**config.mk**
```make
export PLATFORM = sky130hd
export DESIGN_NAME = lul_load_unit
export DESIGN_NICKNAME = d
export VERILOG_FILES = /design/src/lul_pkg.sv /design/src/lul_load_unit.sv
export VERILOG_INCLUDE_DIRS = /design/src
export SDC_FILE = /design/constraint.sdc
export NUM_CORES = 1
export LEC_CHECK = 0
export ABC_AREA = 1
export BUFFER_PORTS_ARGS = -buffer_cell sky130_fd_sc_hd__buf_4
export CAP_MARGIN = 10
export CORE_MARGIN = 2
export CORE_UTILIZATION = 54
export DETAILED_ROUTE_END_ITERATION = 16
export GPL_TIMING_DRIVEN = 0
export PLACE_DENSITY_LB_ADDON = 0.12
export SYNTH_ARGS = -nofsm -noshare
export SYNTH_HDL_FRONTEND = slang
export SYNTH_SLANG_ARGS = --single-unit
```
**constraint.sdc**
```tcl
create_clock -name clock_in -period 2.3 [get_ports clock_in]
set_clock_uncertainty 0.2 [all_clocks]
set_input_delay 0.345 -clock clock_in [delete_from_list [all_inputs] [get_ports clock_in]]
set_output_delay 0.345 -clock clock_in [all_outputs]
set_load 0.02 [all_outputs]
```
**src/lul_cfg.svh**
```systemverilog
/*
  Offsets, field positions, reset values and address-bit positions of the load unit.
  Assumes inclusion by bare name from the design file; definitions only.
*/
`ifndef LUL_CFG_SVH
`define LUL_CFG_SVH

`define LUL_CTRL_OFS 4'h0
`define LUL_STAT_OFS 4'h4

`define LUL_CTRL_RST 5'h00
`define LUL_CTRL_EVA_BIT 0
`define LUL_CTRL_CP0_BIT 1
`define LUL_CTRL_FPU_BIT 2
`define LUL_CTRL_REV_BIT 3
`define LUL_CTRL_BIG_BIT 4
`define LUL_CTRL_USED_MSB 4

`define LUL_STAT_LINK_BIT 0
`define LUL_STAT_BUSY_BIT 1
`define LUL_STAT_EXC_LSB 4
`define LUL_STAT_EXC_MSB 7

`define LUL_LANE_BIT 1
`define LUL_DWORD_LANE_BIT 2
`define LUL_USER_OFS_MSB 8

`endif

```
**src/lul_pkg.sv**
```systemverilog
/*
  Types of the load unit: operations, exception causes, segment access modes.
  Assumes nothing beyond a SystemVerilog compiler.
*/
package lul_pkg;

  typedef enum logic [2:0] {
    op_user_space_halfword_unsigned_load,
    op_linked_word_load,
    op_user_space_linked_word_load,
    op_upper_immediate_load,
    op_indexed_unaligned_fp_doubleword_load,
    op_plain_word_load
  } lul_op_e;

  typedef enum logic [3:0] {
    exc_none,
    exc_reserved_instruction,
    exc_coprocessor_unusable,
    exc_address_error,
    exc_tlb_refill,
    exc_tlb_invalid,
    exc_watch
  } lul_exc_e;

  typedef enum logic [2:0] {
    seg_unmapped_kernel,
    seg_mapped_kernel,
    seg_mapped_supervisor,
    seg_unmapped_user_access_mode,
    seg_mapped_user_supervisor_kernel_mode,
    seg_mapped_user_unmapped_kernel_mode
  } lul_seg_e;

  typedef enum logic [1:0] {
    st_idle,
    st_read_lo,
    st_read_hi
  } lul_state_e;

endpackage

```
**src/lul_load_unit.sv**
```systemverilog
/*
  Load execution unit: address forming, alignment and exception selection, data
  extraction and the link flag of the atomic sequence.
  Assumes a combined translation and memory port that answers each held request
  with one ack cycle, and a plain register port clocked by clock_in.
*/
// The plain strobed port and the register addresses were decided locally.
`timescale 1ns/1ps
`include "lul_cfg.svh"

// Function
// - User-space-from-kernel loads exist only when enhanced addressing is present.
// - User halfword load needs system-coprocessor access and a user-accessible segment mode.
// - Halfword load with effective address bit zero set raises address error.
// - Linked load adds sign-extended offset to base, returns the aligned word.
// - Each linked load sets the link flag, replacing any earlier sequence.
// - A later conditional store ends the active sequence.
// - Linked loads elsewhere never by themselves clear this link flag.
// - An abandoned sequence needs no store and causes no error.
// - Both linked forms raise address error when low two bits are nonzero.
// - User linked load matches ordinary one but uses user-mode mapping.
// - User linked load may raise refill, invalid, address, reserved, watch, unusable.
// - Ordinary linked load raises only refill, invalid, address error and watch.
// - Upper immediate load returns immediate above sixteen zeros, never faults.
// - Indexed unaligned load sums base and index, clears low three bits.
// - Indexed load joins two word reads, second with address bit two inverted.
// - Indexed unaligned load raises unusable, refill, invalid, watch only.
// - Plain word load returns aligned word, zero-extended to register width.
// - Plain word load raises address error when low two bits are nonzero.
// - User halfword load zero-extends the halfword, nine-bit signed offset.
module lul_load_unit
  import lul_pkg::*;
(
  // Clock and reset
  input wire logic clock_in,
  input wire logic resetn_in,
  // Register port
  input wire logic [3:0] reg_addr_in,
  input wire logic [31:0] reg_wdata_in,
  input wire logic reg_write_in,
  input wire logic reg_read_in,
  output logic [31:0] reg_rdata_out,
  // Instruction issue
  input wire logic issue_valid_in,
  input wire lul_op_e issue_op_in,
  input wire logic [31:0] base_in,
  input wire logic [31:0] index_in,
  input wire logic [15:0] offset_in,
  input wire logic [4:0] dest_in,
  output logic issue_ready_out,
  // Translation and memory
  output logic mem_req_out,
  output logic [31:0] mem_addr_out,
  output logic mem_user_map_out,
  input wire logic mem_ack_in,
  input wire logic [31:0] mem_data_in,
  input wire logic mem_tlb_refill_in,
  input wire logic mem_tlb_invalid_in,
  input wire logic mem_watch_in,
  input wire lul_seg_e mem_seg_mode_in,
  // Conditional store completion
  input wire logic cond_store_done_in,
  // Writeback and exceptions
  output logic wb_valid_out,
  output logic wb_fp_out,
  output logic [4:0] wb_dest_out,
  output logic [63:0] wb_data_out,
  output logic exc_valid_out,
  output lul_exc_e exc_code_out,
  output logic link_flag_out
);

  lul_state_e state;
  lul_op_e op_q;
  logic [31:0] ea_q;
  logic [4:0] dest_q;
  logic [31:0] lo_q;
  logic [`LUL_CTRL_USED_MSB:0] ctrl;
  lul_exc_e last_exc;

  // Control fields
  wire eva_present = ctrl[`LUL_CTRL_EVA_BIT];
  wire cp0_enable = ctrl[`LUL_CTRL_CP0_BIT];
  wire fpu_enable = ctrl[`LUL_CTRL_FPU_BIT];
  wire rev_endian = ctrl[`LUL_CTRL_REV_BIT];
  wire big_endian = ctrl[`LUL_CTRL_BIG_BIT];
  wire swap_lane = big_endian ^ rev_endian;

  // Issue decode
  wire is_uhalf = issue_op_in == op_user_space_halfword_unsigned_load;
  wire is_link = issue_op_in == op_linked_word_load;
  wire is_ulink = issue_op_in == op_user_space_linked_word_load;
  wire is_upper = issue_op_in == op_upper_immediate_load;
  wire is_fpdw = issue_op_in == op_indexed_unaligned_fp_doubleword_load;
  wire is_word = issue_op_in == op_plain_word_load;
  wire is_user = is_uhalf | is_ulink;
  wire take = issue_valid_in & (state == st_idle);

  // Effective addresses
  wire [31:0] ofs16 = {{16{offset_in[15]}}, offset_in};
  wire [31:0] ofs9 = {{23{offset_in[`LUL_USER_OFS_MSB]}}, offset_in[`LUL_USER_OFS_MSB:0]};
  wire [31:0] ea_disp = base_in + (is_uhalf ? ofs9 : ofs16);
  wire carry3 = ({1'b0, base_in[2:0]} + {1'b0, index_in[2:0]}) > 4'h7;
  wire [31:0] ea_idx = {base_in[31:3] + index_in[31:3] + {28'h0000000, carry3}, 3'b000};
  wire [31:0] ea = is_fpdw ? ea_idx : ea_disp;
  wire [31:0] addr_lo = {ea[31:3], swap_lane, 2'b00};

  // Issue-time exceptions
  wire ri_err = is_user & ~eva_present;
  wire cpu_err = (is_user & ~cp0_enable) | (is_fpdw & ~fpu_enable);
  wire half_misal = is_uhalf & ea[0];
  wire link_misal = (is_link | is_ulink) & (ea[1:0] != 2'b00);
  wire word_misal = is_word & (ea[1:0] != 2'b00);
  wire align_err = half_misal | link_misal | word_misal;
  wire lul_exc_e issue_exc = ri_err ? exc_reserved_instruction :
                             cpu_err ? exc_coprocessor_unusable :
                             align_err ? exc_address_error : exc_none;

  // Response-time exceptions; no alignment check ever reaches the indexed load
  wire seg_user_ok = (mem_seg_mode_in == seg_unmapped_user_access_mode) |
                     (mem_seg_mode_in == seg_mapped_user_supervisor_kernel_mode) |
                     (mem_seg_mode_in == seg_mapped_user_unmapped_kernel_mode);
  wire q_user = (op_q == op_user_space_halfword_unsigned_load) |
                (op_q == op_user_space_linked_word_load);
  wire lul_exc_e resp_exc = mem_tlb_refill_in ? exc_tlb_refill :
                            mem_tlb_invalid_in ? exc_tlb_invalid :
                            (q_user & ~seg_user_ok) ? exc_address_error :
                            mem_watch_in ? exc_watch : exc_none;
  wire resp_ok = resp_exc == exc_none;

  // Data extraction
  wire lane = ea_q[`LUL_LANE_BIT] ^ swap_lane;
  wire [15:0] half = lane ? mem_data_in[31:16] : mem_data_in[15:0];
  wire [63:0] half_ext = {48'h000000000000, half};
  wire [63:0] word_ext = {32'h00000000, mem_data_in};
  wire [63:0] dword = {mem_data_in, lo_q};
  wire [63:0] upper_val = {32'h00000000, offset_in, 16'h0000};

  // Completion
  wire ack_lo = (state == st_read_lo) & mem_ack_in;
  wire ack_hi = (state == st_read_hi) & mem_ack_in;
  wire q_fpdw = op_q == op_indexed_unaligned_fp_doubleword_load;
  wire q_link = (op_q == op_linked_word_load) | (op_q == op_user_space_linked_word_load);
  wire go_hi = ack_lo & q_fpdw & resp_ok;
  wire done_ok = (ack_lo & ~q_fpdw & resp_ok) | (ack_hi & resp_ok);
  wire done_err = (ack_lo | ack_hi) & ~resp_ok;
  wire issue_err = take & ~is_upper & (issue_exc != exc_none);
  wire issue_mem = take & ~is_upper & (issue_exc == exc_none);
  wire issue_upper = take & is_upper;

  // Link flag; a linked load on another core has no path here, and no timer drops it
  wire link_set = ack_lo & q_link & resp_ok;
  wire next_link = link_set | (link_flag_out & ~cond_store_done_in);

  wire [63:0] next_wb_data = issue_upper ? upper_val :
                             ack_hi ? dword :
                             (op_q == op_user_space_halfword_unsigned_load) ? half_ext :
                             word_ext;
  wire next_wb_valid = issue_upper | done_ok;
  wire next_exc_valid = issue_err | done_err;
  wire lul_exc_e next_exc = issue_err ? issue_exc : resp_exc;

  // Register read decode
  wire sel_ctrl = reg_addr_in == `LUL_CTRL_OFS;
  wire sel_stat = reg_addr_in == `LUL_STAT_OFS;
  wire [31:0] stat_word = {24'h000000, last_exc, 2'b00, state != st_idle, link_flag_out};
  wire [31:0] ctrl_word = {27'h0000000, ctrl};
  wire [31:0] next_rdata = ~reg_read_in ? 32'h00000000 :
                           sel_ctrl ? ctrl_word :
                           sel_stat ? stat_word : 32'h00000000;

  // Register and capture next values
  wire [`LUL_CTRL_USED_MSB:0] next_ctrl = (reg_write_in & sel_ctrl) ?
                                          reg_wdata_in[`LUL_CTRL_USED_MSB:0] : ctrl;
  wire lul_op_e next_op = issue_mem ? issue_op_in : op_q;
  wire [31:0] next_ea = issue_mem ? ea : ea_q;
  wire [4:0] next_dest = issue_mem ? dest_in : dest_q;
  wire [31:0] next_lo = go_hi ? mem_data_in : lo_q;
  wire next_user_map = issue_mem ? is_user : mem_user_map_out;
  wire next_wb_fp = next_wb_valid & ~issue_upper & q_fpdw;
  wire [4:0] next_wb_dest = issue_upper ? dest_in : dest_q;
  wire lul_exc_e next_exc_code = next_exc_valid ? next_exc : exc_none;
  wire lul_exc_e next_last_exc = next_exc_valid ? next_exc : last_exc;
  wire next_ready = (state == st_idle) ? ~issue_mem : (done_ok | done_err);

  // Read sequencer
  lul_state_e next_state;
  logic next_mem_req;
  logic [31:0] next_mem_addr;

  always_comb begin
    next_state = state;
    next_mem_req = mem_req_out;
    next_mem_addr = mem_addr_out;
    case (state)
      st_idle: begin
        if (issue_mem) begin
          next_state = st_read_lo;
          next_mem_req = 1'b1;
          next_mem_addr = is_fpdw ? addr_lo : {ea[31:2], 2'b00};
        end
      end
      st_read_lo: begin
        if (go_hi) begin
          next_state = st_read_hi;
          next_mem_addr = {mem_addr_out[31:3], ~mem_addr_out[`LUL_DWORD_LANE_BIT],
                           2'b00};
        end else if (mem_ack_in) begin
          next_state = st_idle;
          next_mem_req = 1'b0;
        end
      end
      st_read_hi: begin
        if (mem_ack_in) begin
          next_state = st_idle;
          next_mem_req = 1'b0;
        end
      end
      default: begin
        next_state = st_idle;
        next_mem_req = 1'b0;
      end
    endcase
  end

  // One register per block keeps every reset branch constant-only
  always_ff @(posedge clock_in or negedge resetn_in) begin
    if (!resetn_in) begin
      ctrl <= `LUL_CTRL_RST;
    end else begin
      ctrl <= next_ctrl;
    end
  end

  always_ff @(posedge clock_in or negedge resetn_in) begin
    if (!resetn_in) begin
      reg_rdata_out <= 32'h00000000;
    end else begin
      reg_rdata_out <= next_rdata;
    end
  end

  always_ff @(posedge clock_in or negedge resetn_in) begin
    if (!resetn_in) begin
      state <= st_idle;
    end else begin
      state <= next_state;
    end
  end

  always_ff @(posedge clock_in or negedge resetn_in) begin
    if (!resetn_in) begin
      op_q <= op_plain_word_load;
    end else begin
      op_q <= next_op;
    end
  end

  always_ff @(posedge clock_in or negedge resetn_in) begin
    if (!resetn_in) begin
      ea_q <= 32'h00000000;
    end else begin
      ea_q <= next_ea;
    end
  end

  always_ff @(posedge clock_in or negedge resetn_in) begin
    if (!resetn_in) begin
      dest_q <= 5'h00;
    end else begin
      dest_q <= next_dest;
    end
  end

  always_ff @(posedge clock_in or negedge resetn_in) begin
    if (!resetn_in) begin
      lo_q <= 32'h00000000;
    end else begin
      lo_q <= next_lo;
    end
  end

  always_ff @(posedge clock_in or negedge resetn_in) begin
    if (!resetn_in) begin
      mem_req_out <= 1'b0;
    end else begin
      mem_req_out <= next_mem_req;
    end
  end

  always_ff @(posedge clock_in or negedge resetn_in) begin
    if (!resetn_in) begin
      mem_addr_out <= 32'h00000000;
    end else begin
      mem_addr_out <= next_mem_addr;
    end
  end

  always_ff @(posedge clock_in or negedge resetn_in) begin
    if (!resetn_in) begin
      mem_user_map_out <= 1'b0;
    end else begin
      mem_user_map_out <= next_user_map;
    end
  end

  always_ff @(posedge clock_in or negedge resetn_in) begin
    if (!resetn_in) begin
      wb_valid_out <= 1'b0;
    end else begin
      wb_valid_out <= next_wb_valid;
    end
  end

  always_ff @(posedge clock_in or negedge resetn_in) begin
    if (!resetn_in) begin
      wb_fp_out <= 1'b0;
    end else begin
      wb_fp_out <= next_wb_fp;
    end
  end

  always_ff @(posedge clock_in or negedge resetn_in) begin
    if (!resetn_in) begin
      wb_dest_out <= 5'h00;
    end else begin
      wb_dest_out <= next_wb_dest;
    end
  end

  always_ff @(posedge clock_in or negedge resetn_in) begin
    if (!resetn_in) begin
      wb_data_out <= 64'h0000000000000000;
    end else begin
      wb_data_out <= next_wb_data;
    end
  end

  always_ff @(posedge clock_in or negedge resetn_in) begin
    if (!resetn_in) begin
      exc_valid_out <= 1'b0;
    end else begin
      exc_valid_out <= next_exc_valid;
    end
  end

  always_ff @(posedge clock_in or negedge resetn_in) begin
    if (!resetn_in) begin
      exc_code_out <= exc_none;
    end else begin
      exc_code_out <= next_exc_code;
    end
  end

  always_ff @(posedge clock_in or negedge resetn_in) begin
    if (!resetn_in) begin
      last_exc <= exc_none;
    end else begin
      last_exc <= next_last_exc;
    end
  end

  always_ff @(posedge clock_in or negedge resetn_in) begin
    if (!resetn_in) begin
      link_flag_out <= 1'b0;
    end else begin
      link_flag_out <= next_link;
    end
  end

  always_ff @(posedge clock_in or negedge resetn_in) begin
    if (!resetn_in) begin
      issue_ready_out <= 1'b0;
    end else begin
      issue_ready_out <= next_ready;
    end
  end

endmodule

```
# == After elaboration in Yosys (flattened, before gate mapping) ==
# Index checks and enable logic that the tools add are counted.
# totals
reg_bits,172
inputBits,169
out_inout_bits,144
elab_cells,142
# op_classes
n_addsub,4
magnitude_cmp,1
n_eq_ne,17
muxes,32
bitwise_logic,55
reduce_logical,13
# ops
op,n
32-bit two-way mux,4
64-bit two-way mux,2
32-bit one-hot mux with 2 select lines,1
32-bit adder,1
29-bit by 1-bit adder with 29-bit output,1
29-bit adder,1
1-bit bitwise AND,26
3-bit two-way mux,8
8-bit two-way mux,3
16-bit two-way mux,1
3-bit == test (second input constant),5
1-bit OR,15
3-bit by 2-bit == test with 1-bit output (second input constant),4
4-bit logical NOT,3
2-bit two-way mux,6
1-bit NOT,12
3-bit by 1-bit == test with 1-bit output (second input constant),2
3-bit logical NOT,2
2-bit != test (second input constant),3
2-bit one-hot mux with 3 select lines,1
3-bit AND reduction,2
2-bit nonzero test,3
5-bit two-way mux,1
3-bit by 3-bit adder with 4-bit output,1
other kinds (10),14

# == Longest topological paths before layout ==
# depth
word_depth,15
mapped_depth,19
depth_no_buf,19

# == Worst setup path after synthesis ==
# OpenSTA, ideal clock, no wires.
# synth_path
path_type,in2reg
start,input port base_in[1]
end,register mem_addr_out[19]
setup_time_ns,0.116
t_arrival_ns,2.403
required_ns,1.984
path_slack_ns,-0.420
cell_stages,17
path_buffers,0
cell_sequence,ha_1 -> a31o_2 -> a21oi_1 -> fa_1 -> fa_1 -> inv_1 -> nand3_1 -> nand3_1 -> nand2_1 -> nand2_1 -> nand3_1 -> nand3_1 -> nand3_1 -> nand2_1 -> inv_1 -> nand2_1 -> nand2_1
# synth_between
elab_chain_cells,12
elab_cells_between_ends,18
classes_between,3 x add/sub; 1 x order compare; 6 x mux; 5 x bitwise; 3 x reduce/logical
# synth_lines
element,line,rtl
start: declaration,lul_load_unit.sv:46,"input wire logic [31:0] base_in,"
32-bit adder,lul_load_unit.sv:102,wire [31:0] ea_disp = base_in + (is_uhalf ? ofs9 : ofs16);
32-bit two-way mux *,lul_load_unit.sv:105,wire [31:0] ea = is_fpdw ? ea_idx : ea_disp;
2-bit nonzero test,"lul_load_unit.sv:112, lul_load_unit.sv:113",
1-bit bitwise AND,lul_load_unit.sv:112,wire link_misal = (is_link | is_ulink) & (ea[1:0] != 2'b00);
1-bit OR (2 in series),lul_load_unit.sv:114,wire align_err = half_misal | link_misal | word_misal;
2-bit two-way mux,lul_load_unit.sv:117,align_err ? exc_address_error : exc_none;
2-bit two-way mux,lul_load_unit.sv:116,cpu_err ? exc_coprocessor_unusable :
2-bit two-way mux,lul_load_unit.sv:115,wire lul_exc_e issue_exc = ri_err ? exc_reserved_instruction :
4-bit logical NOT,lul_load_unit.sv:148,wire issue_mem = take & ~is_upper & (issue_exc == exc_none);
1-bit bitwise AND,lul_load_unit.sv:148,
3-bit AND reduction (no line),--,
end signal: assignment,lul_load_unit.sv:295,mem_addr_out <= next_mem_addr;
end: declaration,lul_load_unit.sv:53,"output logic [31:0] mem_addr_out,"
# Mark *: on every way between the ends. The rest lies on a longest branch, timed or not. The select of a mux whose other input is x is not followed.
# A chain may end at the register's enable or synchronous reset.

# == Worst setup path in the final report ==
# layout_path
start,input port base_in[1]
end,register mem_addr_out[31]
# The elaborated chain is that of the path after synthesis.

==> impl_metrics.env <==
export IMPL_comb_power_share_pct=44.4
export IMPL_ys_types=44
export IMPL_critPathCaptureType="register"
export IMPL_hp_class="in -> reg"
export IMPL_clkPwrFrac_pct=22.5
export IMPL_cts_buffers=17
export IMPL_drt_iter0_drc=1102
export IMPL_final_min_clock_period_ns=2.43
export IMPL_place_hpwl_mm=32.0
export IMPL_hold_ws_ns=-0.00241
export IMPL_num_vias=13200
export IMPL_wl_mm=42.9
export IMPL_tightestPinTransition_ns=0.735
export IMPL_arrival_ns=2.56
export IMPL_path_clk_slew_ns=0.07
export IMPL_place_congestion=0.925
export IMPL_cts_buffer_depth=2
export IMPL_final_cell_mix="529 x nand2_1, 311 x inv_1, 305 x buf_4"
export IMPL_slew_violations=0
export IMPL_numPortBuffers=257
export IMPL_drc_errors=0
export IMPL_max_freq_mhz=412
export IMPL_cts_tree="built"
export IMPL_first_pass_iters=6
export IMPL_grt_pass1_wl_mm=65.1
export IMPL_area_growth_pct=40.7
export IMPL_insertedDiodeCount=0
export IMPL_clk_latency_ns=0.44
export IMPL_met2_usage_pct=62.7
export IMPL_n_fill_cell=1607
export IMPL_p_switching_mw=5.39
export IMPL_relSlewSlack_pct=51.0
export IMPL_postPlaceCellArea_um2=14700
export IMPL_dieArea_um2=23100
export IMPL_crit_fanout=3
export IMPL_dieHeight_um=152
export IMPL_grt_overflow=0
export IMPL_start_util_pct=54.6
export IMPL_power_leakage_nw=9.35
export IMPL_cp_slowest_stage_delay_ns=0.38
export IMPL_routed_via_density=5.36
export IMPL_cts_htree_levels=4
export IMPL_die_w_um=152
export IMPL_timing_worst_setup_path_type="in -> reg"
export IMPL_synth_area_um2=11800
export IMPL_p_per_area_nw_per_um2=776
export IMPL_hold_viol=2
export IMPL_stdcell_area_um2=16700
export IMPL_worst_slack_ns=-0.126
export IMPL_cap_viol_max_count=0
export IMPL_cts_sinks=167
export IMPL_wl_per_cell_um=17.4
export IMPL_outcome="finished, violations left"
export IMPL_crit_slowest_cell="fa_2"
export IMPL_power_internal_mw=7.54
export IMPL_ant_nets=0
export IMPL_power_frac_seq_pct=33.1
export IMPL_switching_share_pct=41.7
export IMPL_multi_input_area_um2=7150
export IMPL_ys_seq_area_share_pct=35.3
export IMPL_synth_avg_cell_area_um2=6.59
export IMPL_nets=2408
export IMPL_fin_util_pct=76.8
export IMPL_ioPinCount=313
export IMPL_drive_gt1_share_pct=26.2
export IMPL_grt_util_met1_pct=41.5
export IMPL_core_area_um2=21700
export IMPL_crit_chain="buf_8 -> ha_4 -> a31o_4 -> a21oi_4 -> fa_2 -> fa_2 -> inv_2 -> nand3_2 -> nand3_4 -> nand2_4 -> nand3_4 -> nand2_2 -> nand3_2 -> nand3_2 -> nand3_4 -> nand2_1"
export IMPL_dp_slack_ns=-0.744
export IMPL_startpoint_type="primary input"
export IMPL_failed_checks="negative hold slack, negative setup slack"
export IMPL_top_usage_layer="met2"
export IMPL_rows=54
export IMPL_final_common_cell="nand2_1"
export IMPL_vdd_drop_max_mv=0.703
export IMPL_syn_inst=1797
export IMPL_grt_pass1_vias=12800
export IMPL_grt_util_all_layers_pct=35.3
export IMPL_fin_crit_sh_pct=105
export IMPL_setup_violations_final=11
export IMPL_use_met3_pct=7.99
export IMPL_ys_ff_latch=167
export IMPL_yosys_warnings=0
export IMPL_clock_root_buffer="clkbuf_16"
export IMPL_register_area_um2=4180
export IMPL_cp_required_ns=2.44
export IMPL_power_total_mw=12.9
export IMPL_grt_setup_unrepaired="true"
export IMPL_grt_max_degree=109
export IMPL_antenna_found_initial=0
[through the flow]
| stage | hold slack [ns] | cells | TNS (ns) |
|---|---|---|---|
| after global placement | 0.260 | 2361 | -57.55 |
| after global routing | 0.0173 | 2465 | -2.95 |
| after CTS | 0.000811 | 2447 | -0.557 |
| final | -0.00241 | 2465 | -0.806 |
| after detailed placement | 0.106 | 2362 | -28.74 |
| after floorplan | -0.151 | 1824 | -1.86 |
[Yosys cell counts, drive strengths merged]
master,count,area [µm²]
inv,327,1230
a31oi,2,12.5
ha,64,801
clkbuf,27,103
dfrtp,165,4130
o211ai,3,22.5
dfstp,2,52.6
a31o,1,8.76
nand2,588,2220
fa,3,60.1
xor2,4,35.0
xnor2,7,61.3
a211oi,1,7.51
and3,2,12.5
or2,1,6.26
a21boi,2,15.0
nor3,39,216
a21o,4,30.0
o21ai,122,622
o21bai,5,37.5
o22ai,2,12.5
a22oi,2,15.0
o31ai,1,7.51
nand4,9,56.3
a21oi,96,480
nor2,121,475
nand3,143,716
and2,5,31.3
mux2,4,45.0
clkinv,1,3.75
buf,43,322
conb,1,3.75
[final timing paths]
path | start | end | slack [ns] | depth (start not counted)
worst max register to register | state[1] | wb_data_out[30] | 0.05 | 8
max in group asynchronous | resetn_in | mem_addr_out[30] | 0.77 | 3
min in group asynchronous | resetn_in | reg_rdata_out[1] | 0.24 | 2
worst min register to register | mem_addr_out[22] | mem_addr_out[22] | 0.28 | 2
worst max-delay path | base_in[1] | mem_addr_out[31] | -0.13 | 16
worst min-delay path | offset_in[10] | wb_data_out[26] | -0.002 | 3
[state kept, by name (all words and copies together) (netlist names)]
signal and count:
mem_req_out 1, dest_q 5, exc_code_out 3, state 2, last_exc 3, exc_valid_out 1, link_flag_out 1, op_q 3
issue_ready_out 1, ctrl 5, mem_user_map_out 1, wb_data_out 64, reg_rdata_out 7, ea_q 1, lo_q 32, mem_addr_out 30
wb_valid_out 1, wb_dest_out 5, wb_fp_out 1
[logic make-up after synthesis]
group	count (synthesis)	share of synthesized area, %
DFF	167	35.3
other	1	0.0317
xor gates and xnor gates	11	0.813
adders and majority gates	67	7.27
and+or+nand+nor	908	31.5
AOI/OAI and AO/OA	241	10.7
muxes	4	0.380
buffers and inverters	398	14.0
[power groups by stage]
stage          Combinational [mW]  Sequential [mW]  Clock [mW]
4_1_cts                      5.41             4.26        2.90
5_1_grt                      6.20             4.36        3.03
6_report                     5.73             4.28        2.91
3_3_place_gp                 5.04             4.27           0
3_5_place_dp                 5.16             4.29           0
2_1_floorplan                2.45             4.91           0
[routing by layer]
metal	part of all wire, %	wire [µm]	vias to the layer above
met5	0	0	-
li1	-	-	6311
met4	4.3	1870	0
met3	8.1	3470	142
met1	38	16100	6164
met2	50	21400	594
[timing repair]
item / 4_1_cts / 5_1_grt
endpoints found under the setup margin: 109 / 91
cloned: 2 / 0
pin swaps: 32 / 60
hold endpoints to repair: 103 / 1
resized for setup: 79 / 112
setup buffers: 11 / 17
hold buffers: 40 / 1
[critical path: cells and delay by family]
kind                     cells  cell delay, ns
adder cells (fa/ha/maj)      3            1.00
buffers and inverters        2            0.19
AND/OR/NAND/NOR              9            0.81
AO/OA/AOI/OAI                2            0.20
[area by class of cell]
cell class	instances	share of cell area, %
Multi-Input combinational cell	1259	42.9
Clock inverter	14	0.908
Buffer	70	2.67
Timing Repair inverter	2	0.150
Sequential cell	167	25.1
Inverter	328	7.63
Tap cell	280	2.10
Timing Repair Buffer	327	15.9
Clock buffer	18	2.63
No activity file was read; power rests on OpenSTA's default activity.
